--- config.mk ---
export PLATFORM = sky130hd
export DESIGN_NAME = sfsw_seq
export DESIGN_NICKNAME = d
export VERILOG_FILES = /design/src/shared/sfsw_pkg.sv /design/src/design/sfsw_array.sv /design/src/design/sfsw_seq.sv
export SDC_FILE = /design/constraint.sdc
export NUM_CORES = 1
export LEC_CHECK = 0
export ABC_CLOCK_PERIOD_IN_PS = 2900
export BUFFER_PORTS_ARGS = -buffer_cell sky130_fd_sc_hd__buf_4
export CELL_PAD_IN_SITES_DETAIL_PLACEMENT = 0
export CELL_PAD_IN_SITES_GLOBAL_PLACEMENT = 2
export CORE_UTILIZATION = 37
export DETAILED_ROUTE_END_ITERATION = 8
export MAX_ROUTING_LAYER = met4
export PLACE_DENSITY = 0.81
export SYNTH_ARGS = -nofsm -noshare
export SYNTH_HDL_FRONTEND = slang
export SYNTH_HIERARCHICAL = 1
export SYNTH_SLANG_ARGS = --single-unit
--- constraint.sdc ---
create_clock -name clock -period 2.9 [get_ports clock]
set_input_delay 0.58 -clock clock [delete_from_list [all_inputs] [get_ports clock]]
set_output_delay 0.58 -clock clock [all_outputs]
set_load 0.02 [all_outputs]
--- src/shared/sfsw_pkg.sv ---
// Shared constants and carriers for the serial flash status-write and read sequencer.
// Assumes a 250 MHz system clock that samples the serial pins.
`default_nettype none
package sfsw_pkg;
  // Opcodes.
  localparam logic [7:0] SFSW_OP_MONITOR = 8'h25;
  localparam logic [7:0] SFSW_OP_STATUS_WRITE = 8'h01;
  localparam logic [7:0] SFSW_OP_CONFIG_WRITE = 8'h31;
  localparam logic [7:0] SFSW_OP_READ = 8'h03;
  localparam logic [7:0] SFSW_OP_FAST_READ = 8'h0b;
  localparam logic [7:0] SFSW_OP_DUAL_READ = 8'h3b;
  // Status register bit positions.
  localparam int SFSW_BIT_WIP = 0;
  localparam int SFSW_BIT_WEL = 1;
  localparam int SFSW_BIT_SRP_LO = 7;
  localparam int SFSW_BIT_SRP_HI = 8;
  localparam int SFSW_BIT_QE = 9;
  localparam int SFSW_BIT_CMP = 14;
  // Bits a status write never alters (S15, S10, S1, S0).
  localparam logic [15:0] SFSW_SR_KEEP_MASK = 16'h8403;
  // Bits cleared by a one-byte status write (complement, quad enable, protect hi).
  localparam logic [15:0] SFSW_SR_ONE_BYTE_CLR = 16'h4300;
  // Values after reset.
  localparam logic [15:0] SFSW_SR_RESET = 16'h0000;
  localparam logic [7:0] SFSW_CR_RESET = 8'h00;
  // Clock rate and self-timed write length.
  localparam int SFSW_CLK_MHZ = 250;
  localparam int SFSW_WRITE_TIME_US = 5;
  localparam int SFSW_WRITE_CYCLES = SFSW_WRITE_TIME_US * SFSW_CLK_MHZ;
  // Field sizes in serial clocks.
  localparam int SFSW_ADDR_BITS = 24;
  localparam int SFSW_DUMMY_CLKS = 8;
  // Command phases, one-hot.
  typedef enum logic [5:0] {
    SFSW_ST_OPCODE = 6'b00_0001,
    SFSW_ST_ADDR = 6'b00_0010,
    SFSW_ST_DUMMY = 6'b00_0100,
    SFSW_ST_DATA_OUT = 6'b00_1000,
    SFSW_ST_DATA_IN = 6'b01_0000,
    SFSW_ST_IGNORE = 6'b10_0000
  } sfsw_phase_e;
  // Pin outputs as a group.
  typedef struct packed {
    logic io0_o;
    logic io0_oe_n;
    logic io1_o;
    logic io1_oe_n;
  } sfsw_pins_s;
endpackage : sfsw_pkg
`default_nettype wire

--- src/design/sfsw_array.sv ---
// Flash array read port: a registered-output memory.
// Assumes one read per clock on the system clock; contents start as an address pattern.
`timescale 1ns/100ps
`default_nettype none
module sfsw_array #(
  parameter int AW = 8
) (
  // Clock.
  input wire logic clock,
  // Read port.
  input wire logic [AW-1:0] rd_addr,
  output logic [7:0] rd_data
);
  import sfsw_pkg::*;
  // Storage; each byte starts out holding the low bits of its own address.
  logic [7:0] mem [0:(1<<AW)-1];
  // Initial contents: address pattern so reads are visible.
  initial begin
    for (int i = 0; i < (1 << AW); i++) begin
      mem[i] = i[7:0];
    end
  end
  // Read data comes out of a register.
  always_ff @(posedge clock) begin
    rd_data <= mem[rd_addr];
  end
endmodule : sfsw_array
`default_nettype wire

--- src/design/sfsw_seq.sv ---
// Command sequencer of a serial NOR flash: monitor, status/config writes, reads.
// Assumes serial pins are asynchronous to clock; serial clock well below clock/4.
`timescale 1ns/100ps
`default_nettype none
module sfsw_seq
  import sfsw_pkg::*;
#(
  parameter int AW = 8,
  parameter int WRITE_CYCLES = sfsw_pkg::SFSW_WRITE_CYCLES
) (
  // System clock and synchronous active-low reset.
  input wire logic clock,
  input wire logic rstn,
  // Serial link pins from the host.
  input wire logic cs_n,
  input wire logic sclk,
  input wire logic io0_i,
  input wire logic wp_n,
  // Serial link pin drive.
  output sfsw_pkg::sfsw_pins_s pins,
  // Side inputs from the rest of the device.
  input wire logic latch_set_cmd,
  input wire logic array_busy,
  // Visible state.
  output logic [15:0] status_reg,
  output logic [7:0] config_reg
);
  import sfsw_pkg::*;

  // Whole module state.
  typedef struct packed {
    logic [1:0] cs_sy;
    logic [1:0] ck_sy;
    logic [1:0] di_sy;
    logic [1:0] wp_sy;
    logic ck_prev;
    logic cs_prev;
    sfsw_phase_e phase;
    logic [7:0] opcode;
    logic [5:0] bitcnt;
    logic [23:0] addr;
    logic [15:0] shin;
    logic [4:0] datcnt;
    logic [7:0] shout;
    logic [2:0] outcnt;
    logic monitor;
    logic [15:0] sr;
    logic [7:0] cr;
    logic write_enable_latch;
    logic [31:0] timer;
    logic busy;
    sfsw_pins_s pins;
  } sfsw_state_s;

  sfsw_state_s st_r;
  sfsw_state_s st_nxt;
  logic [7:0] rd_data;

  // Array read port; the address leads the byte being loaded.
  sfsw_array #(.AW(AW)) u_array (
    .clock(clock),
    .rd_addr(st_r.addr[AW-1:0]),
    .rd_data(rd_data)
  );

  // Hardware protection test on the protect bits and write-protect pin.
  function automatic logic hw_locked(input logic [15:0] sr, input logic wp);
    hw_locked = (!sr[SFSW_BIT_SRP_HI] && sr[SFSW_BIT_SRP_LO] && !wp)
      || sr[SFSW_BIT_SRP_HI];
  endfunction : hw_locked

  // Next-state logic.
  always_comb begin
    logic cs_low;
    logic rise;
    logic fall;
    logic cs_rise;
    logic cs_fall;
    logic [7:0] op;
    logic [15:0] newsr;
    cs_low = 1'b0;
    rise = 1'b0;
    fall = 1'b0;
    cs_rise = 1'b0;
    cs_fall = 1'b0;
    op = 8'h00;
    newsr = 16'h0000;
    st_nxt = st_r;
    // Two-flop synchronisers; only the second stage is read.
    st_nxt.cs_sy = {st_r.cs_sy[0], cs_n};
    st_nxt.ck_sy = {st_r.ck_sy[0], sclk};
    st_nxt.di_sy = {st_r.di_sy[0], io0_i};
    st_nxt.wp_sy = {st_r.wp_sy[0], wp_n};
    st_nxt.ck_prev = st_r.ck_sy[1];
    st_nxt.cs_prev = st_r.cs_sy[1];
    cs_low = !st_r.cs_sy[1];
    rise = cs_low && st_r.ck_sy[1] && !st_r.ck_prev;
    fall = cs_low && !st_r.ck_sy[1] && st_r.ck_prev;
    cs_rise = st_r.cs_sy[1] && !st_r.cs_prev;
    cs_fall = !st_r.cs_sy[1] && st_r.cs_prev;
    // Latch set from the write-enable command handler.
    if (latch_set_cmd && !st_r.busy) begin
      st_nxt.write_enable_latch = 1'b1;
    end
    // Self-timed write cycle countdown.
    if (st_r.busy) begin
      if (st_r.timer <= 32'd1) begin
        st_nxt.busy = 1'b0;
        st_nxt.write_enable_latch = 1'b0;
        st_nxt.timer = 32'd0;
      end else begin
        st_nxt.timer = st_r.timer - 32'd1;
      end
    end
    // Frame start resets the command decoder.
    if (cs_fall) begin
      st_nxt.phase = SFSW_ST_OPCODE;
      st_nxt.bitcnt = 6'd0;
      st_nxt.datcnt = 5'd0;
      st_nxt.monitor = 1'b0;
    end
    // Rising serial clock: sample input, most significant bit first.
    if (rise) begin
      unique case (st_r.phase)
        SFSW_ST_OPCODE: begin
          op = {st_r.opcode[6:0], st_r.di_sy[1]};
          st_nxt.opcode = op;
          st_nxt.bitcnt = st_r.bitcnt + 6'd1;
          if (st_r.bitcnt == 6'd7) begin
            st_nxt.bitcnt = 6'd0;
            if (op == SFSW_OP_MONITOR) begin
              st_nxt.monitor = 1'b1;
              st_nxt.phase = SFSW_ST_IGNORE;
            end else if (op == SFSW_OP_STATUS_WRITE || op == SFSW_OP_CONFIG_WRITE) begin
              st_nxt.phase = SFSW_ST_DATA_IN;
            end else if (op == SFSW_OP_READ) begin
              st_nxt.phase = SFSW_ST_ADDR;
            end else if ((op == SFSW_OP_FAST_READ || op == SFSW_OP_DUAL_READ)
                         && !(st_r.busy || array_busy)) begin
              st_nxt.phase = SFSW_ST_ADDR;
            end else begin
              st_nxt.phase = SFSW_ST_IGNORE;
            end
          end
        end
        SFSW_ST_ADDR: begin
          st_nxt.addr = {st_r.addr[22:0], st_r.di_sy[1]};
          st_nxt.bitcnt = st_r.bitcnt + 6'd1;
          if (st_r.bitcnt == 6'(SFSW_ADDR_BITS - 1)) begin
            st_nxt.bitcnt = 6'd0;
            st_nxt.phase = (st_r.opcode == SFSW_OP_READ) ? SFSW_ST_DATA_OUT
                                                         : SFSW_ST_DUMMY;
          end
        end
        SFSW_ST_DUMMY: begin
          st_nxt.bitcnt = st_r.bitcnt + 6'd1;
          if (st_r.bitcnt == 6'(SFSW_DUMMY_CLKS - 1)) begin
            st_nxt.bitcnt = 6'd0;
            st_nxt.phase = SFSW_ST_DATA_OUT;
          end
        end
        SFSW_ST_DATA_IN: begin
          st_nxt.shin = {st_r.shin[14:0], st_r.di_sy[1]};
          if (st_r.datcnt != 5'd31) begin
            st_nxt.datcnt = st_r.datcnt + 5'd1;
          end
        end
        SFSW_ST_DATA_OUT: begin
        end
        SFSW_ST_IGNORE: begin
        end
      endcase
    end
    // Falling serial clock: launch output bits.
    if (fall && st_r.phase == SFSW_ST_DATA_OUT) begin
      if (st_r.outcnt == 3'd0) begin
        // New byte from the array; bump address for the next byte.
        st_nxt.shout = rd_data;
        st_nxt.addr = st_r.addr + 24'd1;
      end
      if (st_r.opcode == SFSW_OP_DUAL_READ) begin
        st_nxt.pins.io1_oe_n = 1'b0;
        st_nxt.pins.io0_oe_n = 1'b0;
        if (st_r.outcnt == 3'd0) begin
          st_nxt.pins.io1_o = rd_data[7];
          st_nxt.pins.io0_o = rd_data[6];
          st_nxt.shout = {rd_data[5:0], 2'b00};
        end else begin
          st_nxt.pins.io1_o = st_r.shout[7];
          st_nxt.pins.io0_o = st_r.shout[6];
          st_nxt.shout = {st_r.shout[5:0], 2'b00};
        end
        st_nxt.outcnt = (st_r.outcnt == 3'd3) ? 3'd0 : st_r.outcnt + 3'd1;
      end else begin
        st_nxt.pins.io1_oe_n = 1'b0;
        if (st_r.outcnt == 3'd0) begin
          st_nxt.pins.io1_o = rd_data[7];
          st_nxt.shout = {rd_data[6:0], 1'b0};
        end else begin
          st_nxt.pins.io1_o = st_r.shout[7];
          st_nxt.shout = {st_r.shout[6:0], 1'b0};
        end
        st_nxt.outcnt = st_r.outcnt + 3'd1;
      end
    end
    // Busy level monitor drives the write-cycle busy flag ORed with array_busy, clock-free.
    if (st_r.monitor && cs_low) begin
      st_nxt.pins.io1_oe_n = 1'b0;
      st_nxt.pins.io1_o = st_r.busy || array_busy;
    end
    // Frame end: float outputs and commit any write.
    if (cs_rise) begin
      st_nxt.pins.io1_oe_n = 1'b1;
      st_nxt.pins.io0_oe_n = 1'b1;
      st_nxt.monitor = 1'b0;
      st_nxt.outcnt = 3'd0;
      st_nxt.phase = SFSW_ST_IGNORE;
      if (st_r.phase == SFSW_ST_DATA_IN && st_r.write_enable_latch && !st_r.busy) begin
        if (st_r.opcode == SFSW_OP_STATUS_WRITE
            && !hw_locked(st_r.sr, st_r.wp_sy[1])) begin
          if (st_r.datcnt == 5'd8) begin
            newsr = {st_r.sr[15:8], st_r.shin[7:0]} & ~SFSW_SR_ONE_BYTE_CLR;
          end else begin
            newsr = {st_r.shin[7:0], st_r.shin[15:8]};
          end
          if (st_r.datcnt == 5'd8 || st_r.datcnt == 5'd16) begin
            st_nxt.sr = (newsr & ~SFSW_SR_KEEP_MASK) | (st_r.sr & SFSW_SR_KEEP_MASK);
            st_nxt.busy = 1'b1;
            st_nxt.timer = 32'(WRITE_CYCLES);
          end
        end else if (st_r.opcode == SFSW_OP_CONFIG_WRITE && st_r.datcnt == 5'd8) begin
          st_nxt.cr = st_r.shin[7:0];
          st_nxt.busy = 1'b1;
          st_nxt.timer = 32'(WRITE_CYCLES);
        end
      end
    end
  end

  // State register with synchronous reset.
  always_ff @(posedge clock) begin
    if (!rstn) begin
      st_r <= '{cs_sy: 2'b11, ck_sy: 2'b11, di_sy: 2'b00, wp_sy: 2'b11,
                ck_prev: 1'b1, cs_prev: 1'b1, phase: SFSW_ST_IGNORE,
                opcode: 8'h00, bitcnt: 6'd0, addr: 24'h00_0000, shin: 16'h0000,
                datcnt: 5'd0, shout: 8'h00, outcnt: 3'd0, monitor: 1'b0,
                sr: SFSW_SR_RESET, cr: SFSW_CR_RESET, write_enable_latch: 1'b0,
                timer: 32'd0, busy: 1'b0,
                pins: '{io0_o: 1'b0, io0_oe_n: 1'b1, io1_o: 1'b0, io1_oe_n: 1'b1}};
    end else begin
      st_r <= st_nxt;
    end
  end

  // Outputs straight from the state register; status always readable.
  assign pins = st_r.pins;
  assign status_reg = {st_r.sr[15:2], st_r.write_enable_latch, st_r.busy};
  assign config_reg = st_r.cr;
endmodule : sfsw_seq
`default_nettype wire

==> results.py <==
metrics = {
    "timing": {
        "relSlewSlack_pct": 44.7,
        "slew_violations": 0,
        "rsz0062_at_grt": "false",
        "tightest_slew_ns": 0.821,
        "fin_setup_tns_ns": 0,
        "fmax_mhz": 424,
        "hold_viol_final": 0,
        "min_period_ns": 2.36,
        "worst_clock_skew_ns": 0.0142,
        "setup_viol": 0,
        "period_share_pct": 81.3,
    },
    "floorplan": {
        "die_w_microns": 132,
        "dieArea_sq_mm": 0.0175,
        "start_util_pct": 37.9,
        "io_pins": 36,
        "std_cell_rows": 47,
        "die_y_microns": 132,
        "core_area_sq_mm": 0.0166,
    },
    "clock_network": {
        "ctsResizeCount": 0,
        "cts_buffers": 17,
        "htreeDepth": 4,
        "worstSkewPairLatency_ns": 0.42,
        "hold_buffers": 0,
        "cts_tree": "done",
        "root_buffer": "clkbuf_16",
        "clkSinkCount": 136,
        "clk_pin_slew_ns": 0.06,
        "ctsLongestPathBuffers": 2,
        "postCtsSetupBuffers": 0,
    },
    "global_routing": {
        "grt_pass1_wl_microns": 23900,
        "grt_max_degree": 40,
        "grtUsageTotal_pct": 17.7,
        "grt_antenna_before_repair": 0,
        "grt.overflow.total": 0,
        "grt_pass1_vias": 4758,
    },
    "pwr": {
        "comb_power_share_pct": 1.8,
        "swShare_pct": 22.5,
        "power.leakage_nw": 2.71,
        "clkPwrFrac_pct": 51.1,
        "ir_worst_vdd_mv": 0.416,
        "pwr-share-seq_pct": 47.0,
        "power.switching_mw": 0.903,
        "power_density_mw_per_mm2": 564,
        "internal_power_mw": 3.10,
    },
    "route": {
        "drt-total-wl_microns": 14200,
        "drtAntennaViolNets": 0,
        "drc_errors": 0,
        "wl_met1_microns": 7180,
        "wl_per_cell_microns": 14.8,
        "dr.pass1.iters": 5,
        "met2_length_microns": 6380,
        "vias": 4957,
        "wl_met3_microns": 372,
        "vias_per_cell": 5.15,
        "drtIter0Drc": 246,
        "highest_layer": "met4",
    },
    "cells_and_area": {
        "syn2layout_area_growth_pct": 12.8,
        "largest_register_ffs": 96,
        "layout-drive-gt1-share_pct": 12.0,
        "fin_util_pct": 42.8,
        "fin_nets": 747,
        "nFillCells": 1674,
        "diodes": 0,
    },
    "worst_setup_path": {
        "critPathCaptureType": "flip-flop",
        "worst_setup_path_start_kind": "flip-flop",
        "critPathRequiredTime_ns": 3.19,
        "worst-path-max-fanout": 26,
        "path_class": "flip-flop to flip-flop",
        "cp.arrival_ns": 2.65,
    },
    "synthesis": {
        "synth_cell_types": 60,
        "synth_area_leaders": "dfxtp_1, mux2i_1, nor2_1",
        "synth_area_sq_mm": 0.00629,
        "synthArstFlopShare_pct": 0,
        "yosys.area.top_type": "dfxtp_1",
        "syn_area_per_cell_sq_um": 8.58,
        "synth_edf_count": 0,
        "synth-xor-area-share_pct": 4.45,
        "ys.flop_type": "dfxtp_1",
        "netlist.area_leader.share_pct": 43.3,
        "synthSimpleGateAreaFrac_pct": 26.6,
        "synth.area.mux_share_pct": 5.89,
        "yosysSeqAreaShare_pct": 43.3,
        "synthAdderAreaFrac_pct": 1.79,
        "netlist_instances": 733,
        "yosys_register_bits": 136,
        "synth_compound_area_share_pct": 11.0,
        "synth_top_family_by_area": "simple AND/OR/NAND/NOR gates",
        "ys.warnings.count": 6,
    },
    "min_path": {
        "holdCritPathClass": "input pin to flip-flop",
    },
    "placement": {
        "hpwl_microns": 9830,
        "finalWeightedCongestion": 0.787,
        "port_buffers": 33,
    },
    "flow_run": {
        "drv_cap": 0,
    },
    "outcome": {
        "status": "complete, no violations",
    },
}
## metal layers
layer	track usage, %	up-vias
met1	22.8	2342
met3	3.84	20
met2	26.4	78
met4	7.92	0
met5	-	-
li1	-	2517
## worst max-delay path, cell delays in order (launching register included)
cell      delay (ns)
dfxtp_1         0.34
or4_4           0.55
nor4_1          0.49
nand4_1         0.35
nand4b_4        0.40
nor2_1          0.10
## synthesized netlist by cell type, types with 3 or more instances
library cell  number
dfxtp_1          136
nor2_1            91
nand2_1           89
a21oi_1           48
mux2i_1           37
buf_4             30
clkbuf_1          28
nand3_1           27
nor3_1            20
xor2_1            20
nand2b_1          17
xnor2_1           12
inv_1             11
nand4_1           11
o21ai_0           10
ha_1               9
nor3b_1            9
a31oi_1            8
nor4_1             8
or3_1              8
a311oi_1           7
and3_1             7
buf_2              7
o211ai_1           6
and2_1             5
nor2b_1            5
or4_1              5
a211oi_1           4
a32o_1             3
a32oi_1            3
and4b_1            3
nand3b_1           3
nand4b_1           3
nor4b_1            3
nor4bb_1           3
o21bai_1           3
or2_2              3
or4_4              3
## per-stage QoR
stage	power (mW)	std cells	area, sq um	worst slack (ns)	hold WS, ns
floorplan	1.98	734	6300	0.833	0.359
global placement	2.00	931	6540	0.595	0.387
detailed placement	2.00	931	6540	0.542	0.392
CTS	4.07	963	7100	0.532	0.322
global route	4.15	963	7100	0.366	0.325
finish	4.01	963	7100	0.541	0.337
## cells by family (layout without fill, tap and decap cells)
group	Yosys count	in the layout
and+or+nand+nor	331	331
DFF	136	136
AOI/OAI and AO/OA	108	108
buffers and inverters	79	88
muxes	37	37
xor gates and xnor gates	32	32
adders and majority gates	9	9
other	1	2
## final timing paths
kind,end,startpoint,cells past startpoint,slack [ns]
max reg2reg,st_r[13],st_r[31],5,0.54
min,st_nxt[142],wp_n,2,0.34
max,st_r[13],st_r[31],5,0.54
min reg2reg,u_array/rd_data[7],st_r[102],0,0.40
## layout make-up
class                           instances  area, sq um  share of cell area [%]
Clock buffer                           18          439                    6.19
Sequential cell                       136         2720                    38.4
Timing Repair Buffer                   44          343                    4.83
Tap cell                              220          275                    3.88
Inverter                               12         45.0                   0.634
Multi-Input combinational cell        519         3150                    44.4
Clock inverter                         14          123                    1.73
## power groups by stage
stage	Sequential [mW]	Combinational [mW]	Clock, mW
2_1_floorplan	1.92	0.0547	0
3_3_place_gp	1.92	0.0747	0
3_5_place_dp	1.92	0.0751	0
4_1_cts	1.88	0.0748	2.11
5_1_grt	1.88	0.0813	2.19
6_report	1.88	0.0738	2.05
## cells in the final DEF, fill, tap and decap left out, types with 4 or more instances in the layout
cell type   synthesis  routed
nand2_1            89      89
xor2_1             20      20
or4_1               5       5
dfxtp_1           136     136
o211ai_1            6       6
and2_1              5       5
clkinvlp_4          0       5
ha_1                9       9
a31oi_1             8       8
or3_1               8       8
nor2_1             91      91
a311oi_1            7       7
nor2b_1             5       5
a211oi_1            4       4
clkbuf_16           0      17
nor4_1              8       7
xnor2_1            12      12
mux2i_1            37      37
inv_6               0       4
o21ai_0            10      10
buf_4              30      43
nor3_1             20      19
nand3_1            27      27
clkinv_2            0       4
nand4_1            11      11
a21oi_1            48      48
inv_1              11      11
and3_1              7       7
nand2b_1           17      17
nor3b_1             9       9
Power figures use the tool's default switching activity.
